**config.mk**
```make
export PLATFORM = sky130hd
export DESIGN_NAME = typec_cc_attach_detect
export DESIGN_NICKNAME = d
export VERILOG_FILES = /design/src/cc_pin_sync.v /design/src/typec_cc_attach_detect.v
export VERILOG_INCLUDE_DIRS = /design/src /design/src/shared
export SDC_FILE = /design/constraint.sdc
export NUM_CORES = 1
export LEC_CHECK = 0
export BUFFER_PORTS_ARGS = -buffer_cell sky130_fd_sc_hd__clkbuf_2
export CORE_ASPECT_RATIO = 0.75
export CORE_MARGIN = 2
export CORE_UTILIZATION = 30
export DETAILED_ROUTE_END_ITERATION = 16
export SYNTH_ARGS = -nofsm -noshare
export SYNTH_HDL_FRONTEND = slang
export SYNTH_SLANG_ARGS = --single-unit
```
**constraint.sdc**
```tcl
create_clock -name clk -period 2.8 [get_ports clk]
set_input_delay 0.56 -clock clk [delete_from_list [all_inputs] [get_ports clk]]
set_output_delay 0.56 -clock clk [all_outputs]
set_load 0.01 [all_outputs]
```
**src/shared/cc_detect_defines.vh**
```
// Constants for the Type-C channel attach and detach detector.
// Assumes a 125 MHz system clock; included by bare name.
`ifndef CC_DETECT_DEFINES_VH
`define CC_DETECT_DEFINES_VH

`define CLK_PERIOD_NS 8
// Detach debounce time in microseconds
`define DEBOUNCE_TIME_US 150
// Sized to the timer: 150 us at 8 ns a cycle is 18750
`define DEBOUNCE_CYCLES 16'h493e
// Attach debounce time in microseconds
`define ATTACH_TIME_US 150
// Sized to the timer: 150 us at 8 ns a cycle is 18750
`define ATTACH_CYCLES 16'h493e
// VCONN fast shutdown time in nanoseconds
// Two sync stages plus the output register take three cycles
`define CABLE_FAST_SHUTDOWN_TIME_NS 32
`define CABLE_FAST_SHUTDOWN_CYCLES (`CABLE_FAST_SHUTDOWN_TIME_NS / `CLK_PERIOD_NS)

// Pull-up advertisement levels
`define PULLUP_1P5A 1'h0
`define PULLUP_3P0A 1'h1

// Reference select codes
`define REF_SEL_SNK 2'h0
`define REF_SEL_SRC_1P5 2'h1
`define REF_SEL_SRC_3P0 2'h2

// Connection state codes
`define CONN_NONE 3'h0
`define CONN_SINK 3'h1
`define CONN_CABLE 3'h2
`define CONN_CABLE_SINK 3'h3
`define CONN_SOURCE 3'h4

// Advertised source current codes in sink mode
`define ADV_NONE 2'h0
`define ADV_DEFAULT 2'h1
`define ADV_1P5A 2'h2
`define ADV_3P0A 2'h3

`define TIMER_WIDTH 16

`endif

```
**src/cc_pin_sync.v**
```verilog
// Two-stage synchroniser for one bundle of comparator levels.
// Assumes inputs are asynchronous to clk; output is clean on clk.
`timescale 1ns/10ps
`default_nettype none

module cc_pin_sync #(
	parameter WIDTH = 4
) (
	// Clock and reset
	input wire clk,
	input wire rst,
	// Levels
	input wire [WIDTH-1:0] async_in,
	output reg [WIDTH-1:0] sync_out
);

	reg [WIDTH-1:0] meta_q;

	// First stage feeds only the second stage
	always @(posedge clk) begin
		if (rst) begin
			meta_q <= {WIDTH{1'b0}};
			sync_out <= {WIDTH{1'b0}};
		end else begin
			meta_q <= async_in;
			sync_out <= meta_q;
		end
	end

endmodule

`default_nettype wire

```
**src/typec_cc_attach_detect.v**
```verilog
// Per-port Type-C channel attach, orientation and detach detector.
// Assumes analog comparators per pin that report below-cable, below-
// attach and above-disconnect levels against the selected references,
// plus bus power present and an overvoltage flag.
`timescale 1ns/10ps
`default_nettype none
`include "cc_detect_defines.vh"

module typec_cc_attach_detect #(
	parameter [`TIMER_WIDTH-1:0] DEBOUNCE_CYCLES = `DEBOUNCE_CYCLES,
	parameter [`TIMER_WIDTH-1:0] ATTACH_CYCLES = `ATTACH_CYCLES
) (
	// Clock and reset
	input wire clk,
	input wire rst,
	// Configuration from firmware
	input wire source_mode,
	input wire regulator_at_5v,
	input wire want_3p0a,
	// Comparators, pin one
	input wire pin_one_below_cable,
	input wire pin_one_below_attach,
	input wire pin_one_above_disc,
	// Comparators, pin two
	input wire pin_two_below_cable,
	input wire pin_two_below_attach,
	input wire pin_two_above_disc,
	// Sink-side level comparators (source pull-up level decode)
	input wire pin_one_above_1p5,
	input wire pin_one_above_3p0,
	input wire pin_two_above_1p5,
	input wire pin_two_above_3p0,
	// Bus power present and protection
	input wire bus_power_present,
	input wire cc_overvoltage,
	// Analog controls
	output reg [1:0] detect_reference_node,
	output reg pullup_enable,
	output reg pullup_level,
	output reg sink_pulldown_enable,
	// Power actions
	output reg port_bus_power_output,
	output reg vconn_on_pin_one,
	output reg vconn_on_pin_two,
	output reg pd_tx_disable,
	// Status
	output reg [2:0] connection_state,
	output reg orientation,
	output reg watch_pin_one,
	output reg watch_pin_two,
	output reg [1:0] advertised_current
);

	// ==========================================================
	// Input synchronisation
	wire [11:0] raw_in;
	wire [11:0] sync_in;
	assign raw_in = {pin_one_below_cable, pin_one_below_attach,
		pin_one_above_disc, pin_two_below_cable, pin_two_below_attach,
		pin_two_above_disc, pin_one_above_1p5, pin_one_above_3p0,
		pin_two_above_1p5, pin_two_above_3p0, bus_power_present,
		cc_overvoltage};

	cc_pin_sync #(.WIDTH(12)) u_sync (
		.clk(clk),
		.rst(rst),
		.async_in(raw_in),
		.sync_out(sync_in)
	);

	wire c1_cable = sync_in[11];
	wire c1_att = sync_in[10];
	wire c1_disc = sync_in[9];
	wire c2_cable = sync_in[8];
	wire c2_att = sync_in[7];
	wire c2_disc = sync_in[6];
	wire c1_1p5 = sync_in[5];
	wire c1_3p0 = sync_in[4];
	wire c2_1p5 = sync_in[3];
	wire c2_3p0 = sync_in[2];
	wire vbus_s = sync_in[1];
	wire ovp_s = sync_in[0];

	// Pin classes: cable pull-down below cable level, sink between
	wire c1_is_cable = c1_cable;
	wire c2_is_cable = c2_cable;
	wire c1_is_sink = c1_att & ~c1_cable;
	wire c2_is_sink = c2_att & ~c2_cable;

	// ==========================================================
	// State machine
	localparam [5:0] S_IDLE = 6'h01;
	localparam [5:0] S_SINK_ATT = 6'h02;
	localparam [5:0] S_CABLE = 6'h04;
	localparam [5:0] S_CABLE_SINK = 6'h08;
	localparam [5:0] S_SNK_WAIT = 6'h10;
	localparam [5:0] S_SNK_ATT = 6'h20;

	reg [5:0] state_q;
	reg [5:0] state_d;
	reg orient_q;
	reg orient_d;
	reg [`TIMER_WIDTH-1:0] timer_q;
	reg [`TIMER_WIDTH-1:0] timer_d;
	reg level_q;
	reg ovp_q;

	// Pattern seen on the pins as a source; any one of the three keeps the attach debounce counting
	wire pat_sink = c1_is_sink ^ c2_is_sink;
	wire pat_cable_only = (c1_is_cable & ~c2_att) | (c2_is_cable & ~c1_att);
	wire pat_cable_sink = (c1_is_cable & c2_is_sink) |
		(c2_is_cable & c1_is_sink);
	// Watched pin above disconnect (orient 0 means pin one watched)
	wire watched_disc = orient_q ? c2_disc : c1_disc;
	wire cable_gone = orient_q ? ~c2_cable : ~c1_cable;
	wire other_sink = orient_q ? c1_is_sink : c2_is_sink;

	always @* begin
		state_d = state_q;
		orient_d = orient_q;
		timer_d = timer_q;
		case (state_q)
		S_IDLE: begin
			// Keep watching both pins; nothing powered
			if (!source_mode) begin
				state_d = S_SNK_WAIT;
				timer_d = {`TIMER_WIDTH{1'b0}};
			end else if (pat_cable_sink | pat_sink | pat_cable_only) begin
				if (timer_q >= ATTACH_CYCLES) begin
					timer_d = {`TIMER_WIDTH{1'b0}};
					if (pat_cable_sink) begin
						state_d = S_CABLE_SINK;
						orient_d = c1_is_cable; // watch sink pin
					end else if (pat_sink) begin
						state_d = S_SINK_ATT;
						orient_d = c2_is_sink;
					end else begin
						state_d = S_CABLE;
						orient_d = c2_is_cable;
					end
				end else begin
					timer_d = timer_q + 1'b1;
				end
			end else begin
				timer_d = {`TIMER_WIDTH{1'b0}};
			end
		end
		S_SINK_ATT, S_CABLE_SINK: begin
			if (!source_mode) begin
				state_d = S_IDLE;
				timer_d = {`TIMER_WIDTH{1'b0}};
			end else if (watched_disc) begin
				if (timer_q >= DEBOUNCE_CYCLES) begin
					state_d = S_IDLE;
					timer_d = {`TIMER_WIDTH{1'b0}};
				end else begin
					timer_d = timer_q + 1'b1;
				end
			end else begin
				timer_d = {`TIMER_WIDTH{1'b0}};
			end
		end
		S_CABLE: begin
			// Cable pin watched for detach, other pin for a sink
			timer_d = {`TIMER_WIDTH{1'b0}};
			if (!source_mode || cable_gone) begin
				state_d = S_IDLE;
			end else if (other_sink) begin
				state_d = S_CABLE_SINK;
				orient_d = ~orient_q;
			end
		end
		S_SNK_WAIT: begin
			timer_d = {`TIMER_WIDTH{1'b0}};
			if (source_mode) begin
				state_d = S_IDLE;
			end else if (vbus_s) begin
				state_d = S_SNK_ATT;
				orient_d = c2_1p5 & ~c1_1p5;
			end
		end
		S_SNK_ATT: begin
			timer_d = {`TIMER_WIDTH{1'b0}};
			if (source_mode) begin
				state_d = S_IDLE;
			end else if (!vbus_s) begin
				state_d = S_SNK_WAIT;
			end
		end
		default: begin
			state_d = S_IDLE;
			timer_d = {`TIMER_WIDTH{1'b0}};
		end
		endcase
	end

	// ==========================================================
	// Registers and outputs
	wire src_now = (state_d != S_SNK_WAIT) && (state_d != S_SNK_ATT);
	wire pwr_d = (state_d == S_SINK_ATT) || (state_d == S_CABLE_SINK);
	wire cab_d = (state_d == S_CABLE_SINK);
	wire watch_both_d = (state_d == S_IDLE) || (state_d == S_CABLE);
	wire sel_c1 = orient_d ? c2_1p5 : c1_1p5;
	wire sel_c3 = orient_d ? c2_3p0 : c1_3p0;

	always @(posedge clk) begin
		if (rst) begin
			state_q <= S_IDLE;
			orient_q <= 1'b0;
			timer_q <= {`TIMER_WIDTH{1'b0}};
			level_q <= `PULLUP_1P5A;
			ovp_q <= 1'b0;
			detect_reference_node <= `REF_SEL_SRC_1P5;
			pullup_enable <= 1'b0;
			pullup_level <= `PULLUP_1P5A;
			sink_pulldown_enable <= 1'b0;
			port_bus_power_output <= 1'b0;
			vconn_on_pin_one <= 1'b0;
			vconn_on_pin_two <= 1'b0;
			pd_tx_disable <= 1'b0;
			connection_state <= `CONN_NONE;
			orientation <= 1'b0;
			watch_pin_one <= 1'b0;
			watch_pin_two <= 1'b0;
			advertised_current <= `ADV_NONE;
		end else begin
			state_q <= state_d;
			orient_q <= orient_d;
			timer_q <= timer_d;
			// 3.0 A only once the regulator runs at 5 V
			if (!regulator_at_5v || !pwr_d)
				level_q <= `PULLUP_1P5A;
			else
				level_q <= want_3p0a;
			// Overvoltage latches until the next idle pass
			if (ovp_s)
				ovp_q <= 1'b1;
			else if (state_d == S_IDLE || state_d == S_SNK_WAIT)
				ovp_q <= 1'b0;
			pullup_enable <= src_now;
			pullup_level <= level_q;
			sink_pulldown_enable <= ~src_now;
			if (!src_now)
				detect_reference_node <= `REF_SEL_SNK;
			else if (level_q == `PULLUP_3P0A)
				detect_reference_node <= `REF_SEL_SRC_3P0;
			else
				detect_reference_node <= `REF_SEL_SRC_1P5;
			port_bus_power_output <= pwr_d;
			// Fast path: overvoltage drops VCONN straight from sync
			vconn_on_pin_one <= cab_d & orient_d & ~ovp_s & ~ovp_q;
			vconn_on_pin_two <= cab_d & ~orient_d & ~ovp_s & ~ovp_q;
			pd_tx_disable <= ovp_s | ovp_q;
			case (state_d)
			S_SINK_ATT: connection_state <= `CONN_SINK;
			S_CABLE: connection_state <= `CONN_CABLE;
			S_CABLE_SINK: connection_state <= `CONN_CABLE_SINK;
			S_SNK_ATT: connection_state <= `CONN_SOURCE;
			default: connection_state <= `CONN_NONE;
			endcase
			orientation <= orient_d;
			watch_pin_one <= src_now & (watch_both_d | ~orient_d);
			watch_pin_two <= src_now & (watch_both_d | orient_d);
			if (state_d != S_SNK_ATT)
				advertised_current <= `ADV_NONE;
			else if (sel_c3)
				advertised_current <= `ADV_3P0A;
			else if (sel_c1)
				advertised_current <= `ADV_1P5A;
			else
				advertised_current <= `ADV_DEFAULT;
		end
	end

endmodule

`default_nettype wire

```
# ---- Word-level counts from Yosys, hierarchy flattened
# Index checks and enable logic that the tools add are counted.
dict set report op_classes {
  add_sub_neg 1
  n_reduce_logical 14
  n_eq_ne 14
  n_mux 43
  n_bitwise 33
  magnitude_cmp 1
}
# cell n
set op_table {}
lappend op_table {{$mux W16} 5}
lappend op_table {{$mux W6} 12}
lappend op_table {{$pmux W16 S2} 1}
lappend op_table {{$pmux W6 S5} 1}
lappend op_table {{$mux W1} 17}
lappend op_table {{$add A16 B1 Y16 const B} 1}
lappend op_table {{$ge A16 B15 Y1 const B} 1}
lappend op_table {{$and A1 B1 Y1} 15}
lappend op_table {{$eq A6 B1 Y1 const B} 2}
lappend op_table {{$eq A6 B2 Y1 const B} 2}
lappend op_table {{$eq A6 B3 Y1 const B} 2}
lappend op_table {{$eq A6 B4 Y1 const B} 2}
lappend op_table {{$eq A6 B5 Y1 const B} 2}
lappend op_table {{$eq A6 B6 Y1 const B} 2}
lappend op_table {{$pmux W3 S4} 1}
lappend op_table {{$not A1 Y1} 10}
lappend op_table {{$reduce_or A2 Y1} 4}
lappend op_table {{$or A1 B1 Y1} 7}
lappend op_table {{$mux W2} 3}
lappend op_table {{$ne A6 B5 Y1 const B} 1}
lappend op_table {{$ne A6 B6 Y1 const B} 1}
lappend op_table {{$logic_or A1 B1 Y1} 5}
lappend op_table {{$mux W4} 1}
lappend op_table {{$logic_not A1 Y1} 3}
lappend op_table {{5 further kinds} 5}
dict set report totals {
  elab_cells 126
  register_bits 65
  out_inout_bits 17
}

# ---- Longest topological paths before layout
dict set report depth {
  depth_word 14
  mapped_depth 10
  mapped_depth_nobuf 9
}

# ---- Cells and area by module
# From an unflattened synthesis, not the netlist that was laid out.
dict set report unflattened {
  cells_unflattened 282
  area_unflattened_um2 2662.6
}
# module cells_per_inst area_each_um2 seq_area_each_um2 n_inst
set modules_own_cells {}
lappend modules_own_cells {typec_cc_attach_detect 232 1969.4 800.8 1}
lappend modules_own_cells {cc_pin_sync 50 693.2 480.5 1}

# ---- Worst setup path before layout
# OpenSTA, ideal clock, no wires.
dict set report synth_path {
  path_type {input port to flip-flop}
  from {in source_mode}
  to {reg advertised_current[0]}
  path_buffers 2
  setup_time_ns 0.122
  required_time_ns 2.678
  cell_stages 7
  setup_slack_ns 0.662
  arrival_ns 2.016
  cell_sequence {clkbuf_1 -> nand4_1 -> nor2_1 -> nand2_1 -> a221o_1 -> clkbuf_1 -> o311a_1}
}
dict set report synth_via {
  elab_chain_len 7
  word_cells_on_any_way 18
  cone_classes {eq/ne: 1; mux: 14; reduce/logical: 3}
}
# element line
set synth_lines {}
lappend synth_lines {{start, declared} typec_cc_attach_detect.v:17} ;# input wire source_mode,
lappend synth_lines {{branches (longest 7 deep; another with $mux W6)} -}
lappend synth_lines {{end signal, assigned} typec_cc_attach_detect.v:265} ;# advertised_current <= `ADV_NONE;
lappend synth_lines {{end signal, assigned} typec_cc_attach_detect.v:267} ;# advertised_current <= `ADV_3P0A;
lappend synth_lines {{end signal, assigned} typec_cc_attach_detect.v:269} ;# advertised_current <= `ADV_1P5A;
lappend synth_lines {{end, declared} typec_cc_attach_detect.v:51} ;# output reg [1:0] advertised_current
# Several ways; the timed one is not identified.
# A chain may end at the register's enable or synchronous reset.

# ---- Worst setup path in the final report
dict set report layout_path {
  from {reg timer_q[0]}
  to {reg sink_pulldown_enable}
}
dict set report layout_via {
  elab_chain_len 8
  word_cells_on_any_way 12
  cone_classes {order compare: 1; eq/ne: 2; mux: 7; bitwise: 1; reduce/logical: 1}
}
# element line
set layout_lines {}
lappend layout_lines {{start, declared} typec_cc_attach_detect.v:103} ;# reg [`TIMER_WIDTH-1:0] timer_q;
lappend layout_lines {{start signal, assigned} typec_cc_attach_detect.v:210} ;# timer_q <= {`TIMER_WIDTH{1'b0}};
lappend layout_lines {{start signal, assigned} typec_cc_attach_detect.v:229} ;# timer_q <= timer_d;
lappend layout_lines {{$ge A16 B15 Y1 (*)} {typec_cc_attach_detect.v:129, typec_cc_attach_detect.v:153}}
lappend layout_lines {{$mux W6, on equally long branches} {typec_cc_attach_detect.v:153, typec_cc_attach_detect.v:129}}
lappend layout_lines {{$mux W6, on equally long branches} {typec_cc_attach_detect.v:152, typec_cc_attach_detect.v:128}}
lappend layout_lines {{$mux W6, on equally long branches} {typec_cc_attach_detect.v:149, typec_cc_attach_detect.v:125}}
lappend layout_lines {{$pmux W6 S5 (*)} typec_cc_attach_detect.v:122} ;# case (state_q)
lappend layout_lines {{$ne A6 B5 Y1 / $ne A6 B6 Y1 (equally long branches)} typec_cc_attach_detect.v:199} ;# wire src_now = (state_d != S_SNK_WAIT) && (state_d != S_SNK_ATT);
lappend layout_lines {{$logic_and A1 B1 Y1 (*)} typec_cc_attach_detect.v:199}
lappend layout_lines {{$not A1 Y1 (no line) (*)} -}
lappend layout_lines {{end signal, assigned} typec_cc_attach_detect.v:242} ;# sink_pulldown_enable <= ~src_now;
lappend layout_lines {{end, declared} typec_cc_attach_detect.v:40} ;# output reg sink_pulldown_enable,
# Mark *: on every way between the ends. The rest lies on a longest branch, timed or not.

==> results by group <==
Run status
  • Outcome: finished clean

Clocking
  • Clock transition at path regs: about 0.050 ns
  • CTS tree: built
  • Clk sinks: 64
  • Clock Latency Late Sink: 0.33 ns
  • Post-cts sizing count: 0
  • Setup bufs post-CTS: 0
  • H-tree Lvls: 3
  • Clk root buf: clkbuf_16
  • CTS buffer count: 9
  • CTS Buffer Depth: 2
  • Post-cts hold buffer count: 0

GRT
  • Vias in the first global route: 1868
  • Initial antenna violation count: 0
  • First-pass GRT wire length: 8890 um
  • Largest net degree at the start of global routing: 29
  • GRT Total Usage: between 10% and 20%
  • Congestion Overflow GR: 0

Floorplanning
  • FP Rows: 29
  • Chip height: 85.4 um
  • Starting Density: between 30 and 40%
  • Die area: about 9600 sq um
  • I/O pin total: 34
  • Die X: about 110 um
  • Core area: around 8500 sq um

Detailed routing
  • Via/cell ratio: 4.70
  • DRT Pass-1 Iters: 5
  • DRT Wirelength: between 5000 and 6000 um
  • Routed wire per std cell: between 10 and 15 um
  • Initial drt markers: just over 90
  • DRC viols: 0
  • Via Count: about 2000
  • Antenna-violating nets left: 0

Timing
  • Setup TNS: 0 ns
  • Fin crit share: roughly 85%
  • Skew final: 0.00593 ns
  • Fmax: approximately 0.42 GHz
  • Setup violators final: 0
  • Slew margin rel.: a little under three fifths
  • Post-layout min period: ~2.4 ns
  • Worst slew pin tran: between 0.6 and 0.7 ns
  • Slew Limit Fails: 0
  • Hold Vio Cnt, Final: 0
  • RSZ-0062 raised after global routing: false

Logic synthesis
  • Area contributors post-synth: dfxtp_1, nor2b_1, nor2_1
  • Mapped Area: ~2700 sq um
  • FFs w/ async S/R, synth: 0%
  • Main synth FF type: dfxtp_1
  • Yosys top cell area share: 48.3%
  • Synth cell types: between 50 and 60
  • EDFF count, synth: 0
  • Syn_nets: roughly 300
  • Yosys top cell by area: dfxtp_1
  • Syn avg cell area: approximately 9.4 sq um
  • Post-Syn Instances: between 200 and 300
  • Flops & latches, synth: between 60 and 70
  • Post-synthesis sequential area ratio: 48.3%
  • Yosys warns: 0

Power
  • Final total power: ~2400 uW
  • Highest ir drop seen on vdd: just over 0.4 mV
  • Internal power: ~1900 uW
  • Net switching power: 515 uW
  • Power per cell area: ~730 nW/um^2
  • Sw frac: between 20 and 25%
  • Sequential share of power: approximately two fifths
  • Share of total power in the clock network: 51.1%
  • Combinational fraction of design power: around 8%
  • Lkg Pwr: about 0.0013 uW

Worst setup path
  • Crit path capture type: flop
  • CP Max Fanout: 6
  • WP data arrival: roughly 2.6 ns
  • WS Path Type: flop to flop
  • Req. time, crit path: ~3.1 ns
  • CP Launch Type: flop

Place
  • GPL Wtd Cong: approximately 0.9
  • Detailed placer's ending HPWL: 3770 um
  • IO buf count: 33
  • Placed cell areas: about 2900 sq um

Final layout
  • Final Instance Area: 3230 sq um
  • Number of diodes: 0
  • Final #Nets: ~330
  • Layout cells sized above 1: approximately a fifth
  • Synth-to-layout area growth: 22.0%
  • Filler cells: roughly 840

Min path
  • HP Class: flop to flop

Run
  • Max Cap Violations: 0
-- synthesized netlist by cell type, drive strengths merged (5+ instances only) --
master	count
nor2	41
nand4	5
buf	5
xor2	13
a21oi	5
nand2	21
clkbuf	8
nor2b	30
nand3	10
nor3	5
dfxtp	64
and3	5
o21ai	6
-- placed cells by master (no fill, tap or decap), drive strengths merged, types with 2 or more instances in the layout --
master	Yosys	layout
a31oi	4	4
o311a	4	4
o21a	3	3
o21bai	2	2
xor2	13	13
dfxtp	64	64
nand2b	4	4
o21ai	6	6
a211oi	2	2
and3	5	5
ha	2	2
or2	2	2
bufinv	0	2
xnor2	4	4
nand3b	4	4
nand4	5	5
o211ai	2	2
nor2b	30	30
a21oi	5	5
a21boi	2	2
nand3	10	10
nand2	21	21
or3	2	2
nor3	5	5
mux2	2	2
clkbuf	8	44
nor2	41	41
clkinv	0	3
nor4b	2	2
inv	4	4
-- routing by layer --
layer  routed length [um]  GRT usage, %  up-vias  share of wire, %
li1                     -             -     1033                 -
met1                 2630          15.4      921                50
met2                 2240          16.9       53                43
met3                  340          6.43        2               6.5
met4                   20          4.77        0              0.38
met5                    0             0        -                 0
-- critical path, stage by stage (launching register included) --
cell and delay (ns):
dfxtp_1 0.39, inv_1 0.06, ha_1 0.19, nor2_1 0.10, o21a_1 0.17, o21a_1 0.24, o311ai_0 0.17, nand3b_2 0.29
a2111oi_4 0.53, nor2b_1 0.18
-- final cells by class --
type	count	area, sq um	area share [%]
sequential	64	1280	39.6
multi-input combinational	201	1300	40.1
tap	108	135	4.18
clock inverter	5	78.8	2.44
timing repair buffer	34	173	5.34
inverter	4	15.0	0.465
clock buffer	11	253	7.82
-- power groups by stage --
stage	sequential, uW	clock, uW	combinational [uW]
3_5_place_dp	989	0	190
6_report	970	1210	190
5_1_grt	974	1290	213
3_3_place_gp	989	0	187
4_1_cts	970	1250	191
2_1_floorplan	988	0	136
-- cells by family after synthesis --
family / share of synthesized area (%)
and+or+nand+nor: 27.5
DFF: 48.3
AOI/OAI and AO/OA: 13.5
xor gates and xnor gates: 5.62
buffers and inverters: 2.74
muxes: 1.23
adders and majority gates: 0.944
other: 0.142
-- flip-flops by register name, summed over array words and instances, names as in the netlist, 2 cells and up --
register               cells
u_sync.sync_out           12
connection_state           3
detect_reference_node      2
timer_q                   16
u_sync.meta_q             12
advertised_current         2
state_q                    6
-- stage by stage --
stage / worst slack, ns / hold WS, ns / util, % / cells
after floorplan: 0.662 / 0.413 / - / 282
after global placement: 0.510 / 0.416 / 34.0 / 411
after detailed placement: 0.436 / 0.422 / 34.0 / 411
after CTS: 0.424 / 0.420 / 37.9 / 427
after global routing: 0.164 / 0.432 / 37.9 / 427
final: 0.433 / 0.431 / 37.9 / 427
-- worst paths after layout --
check	from	end	slack, ns	depth (start not counted)
hold reg to reg	level_q	detect_reference_node[0]	0.43	1
hold / removal	level_q	detect_reference_node[0]	0.43	1
setup reg to reg	timer_q[0]	sink_pulldown_enable	0.43	9
setup / recovery	timer_q[0]	sink_pulldown_enable	0.43	9
Power figures use the tool's default switching activity.
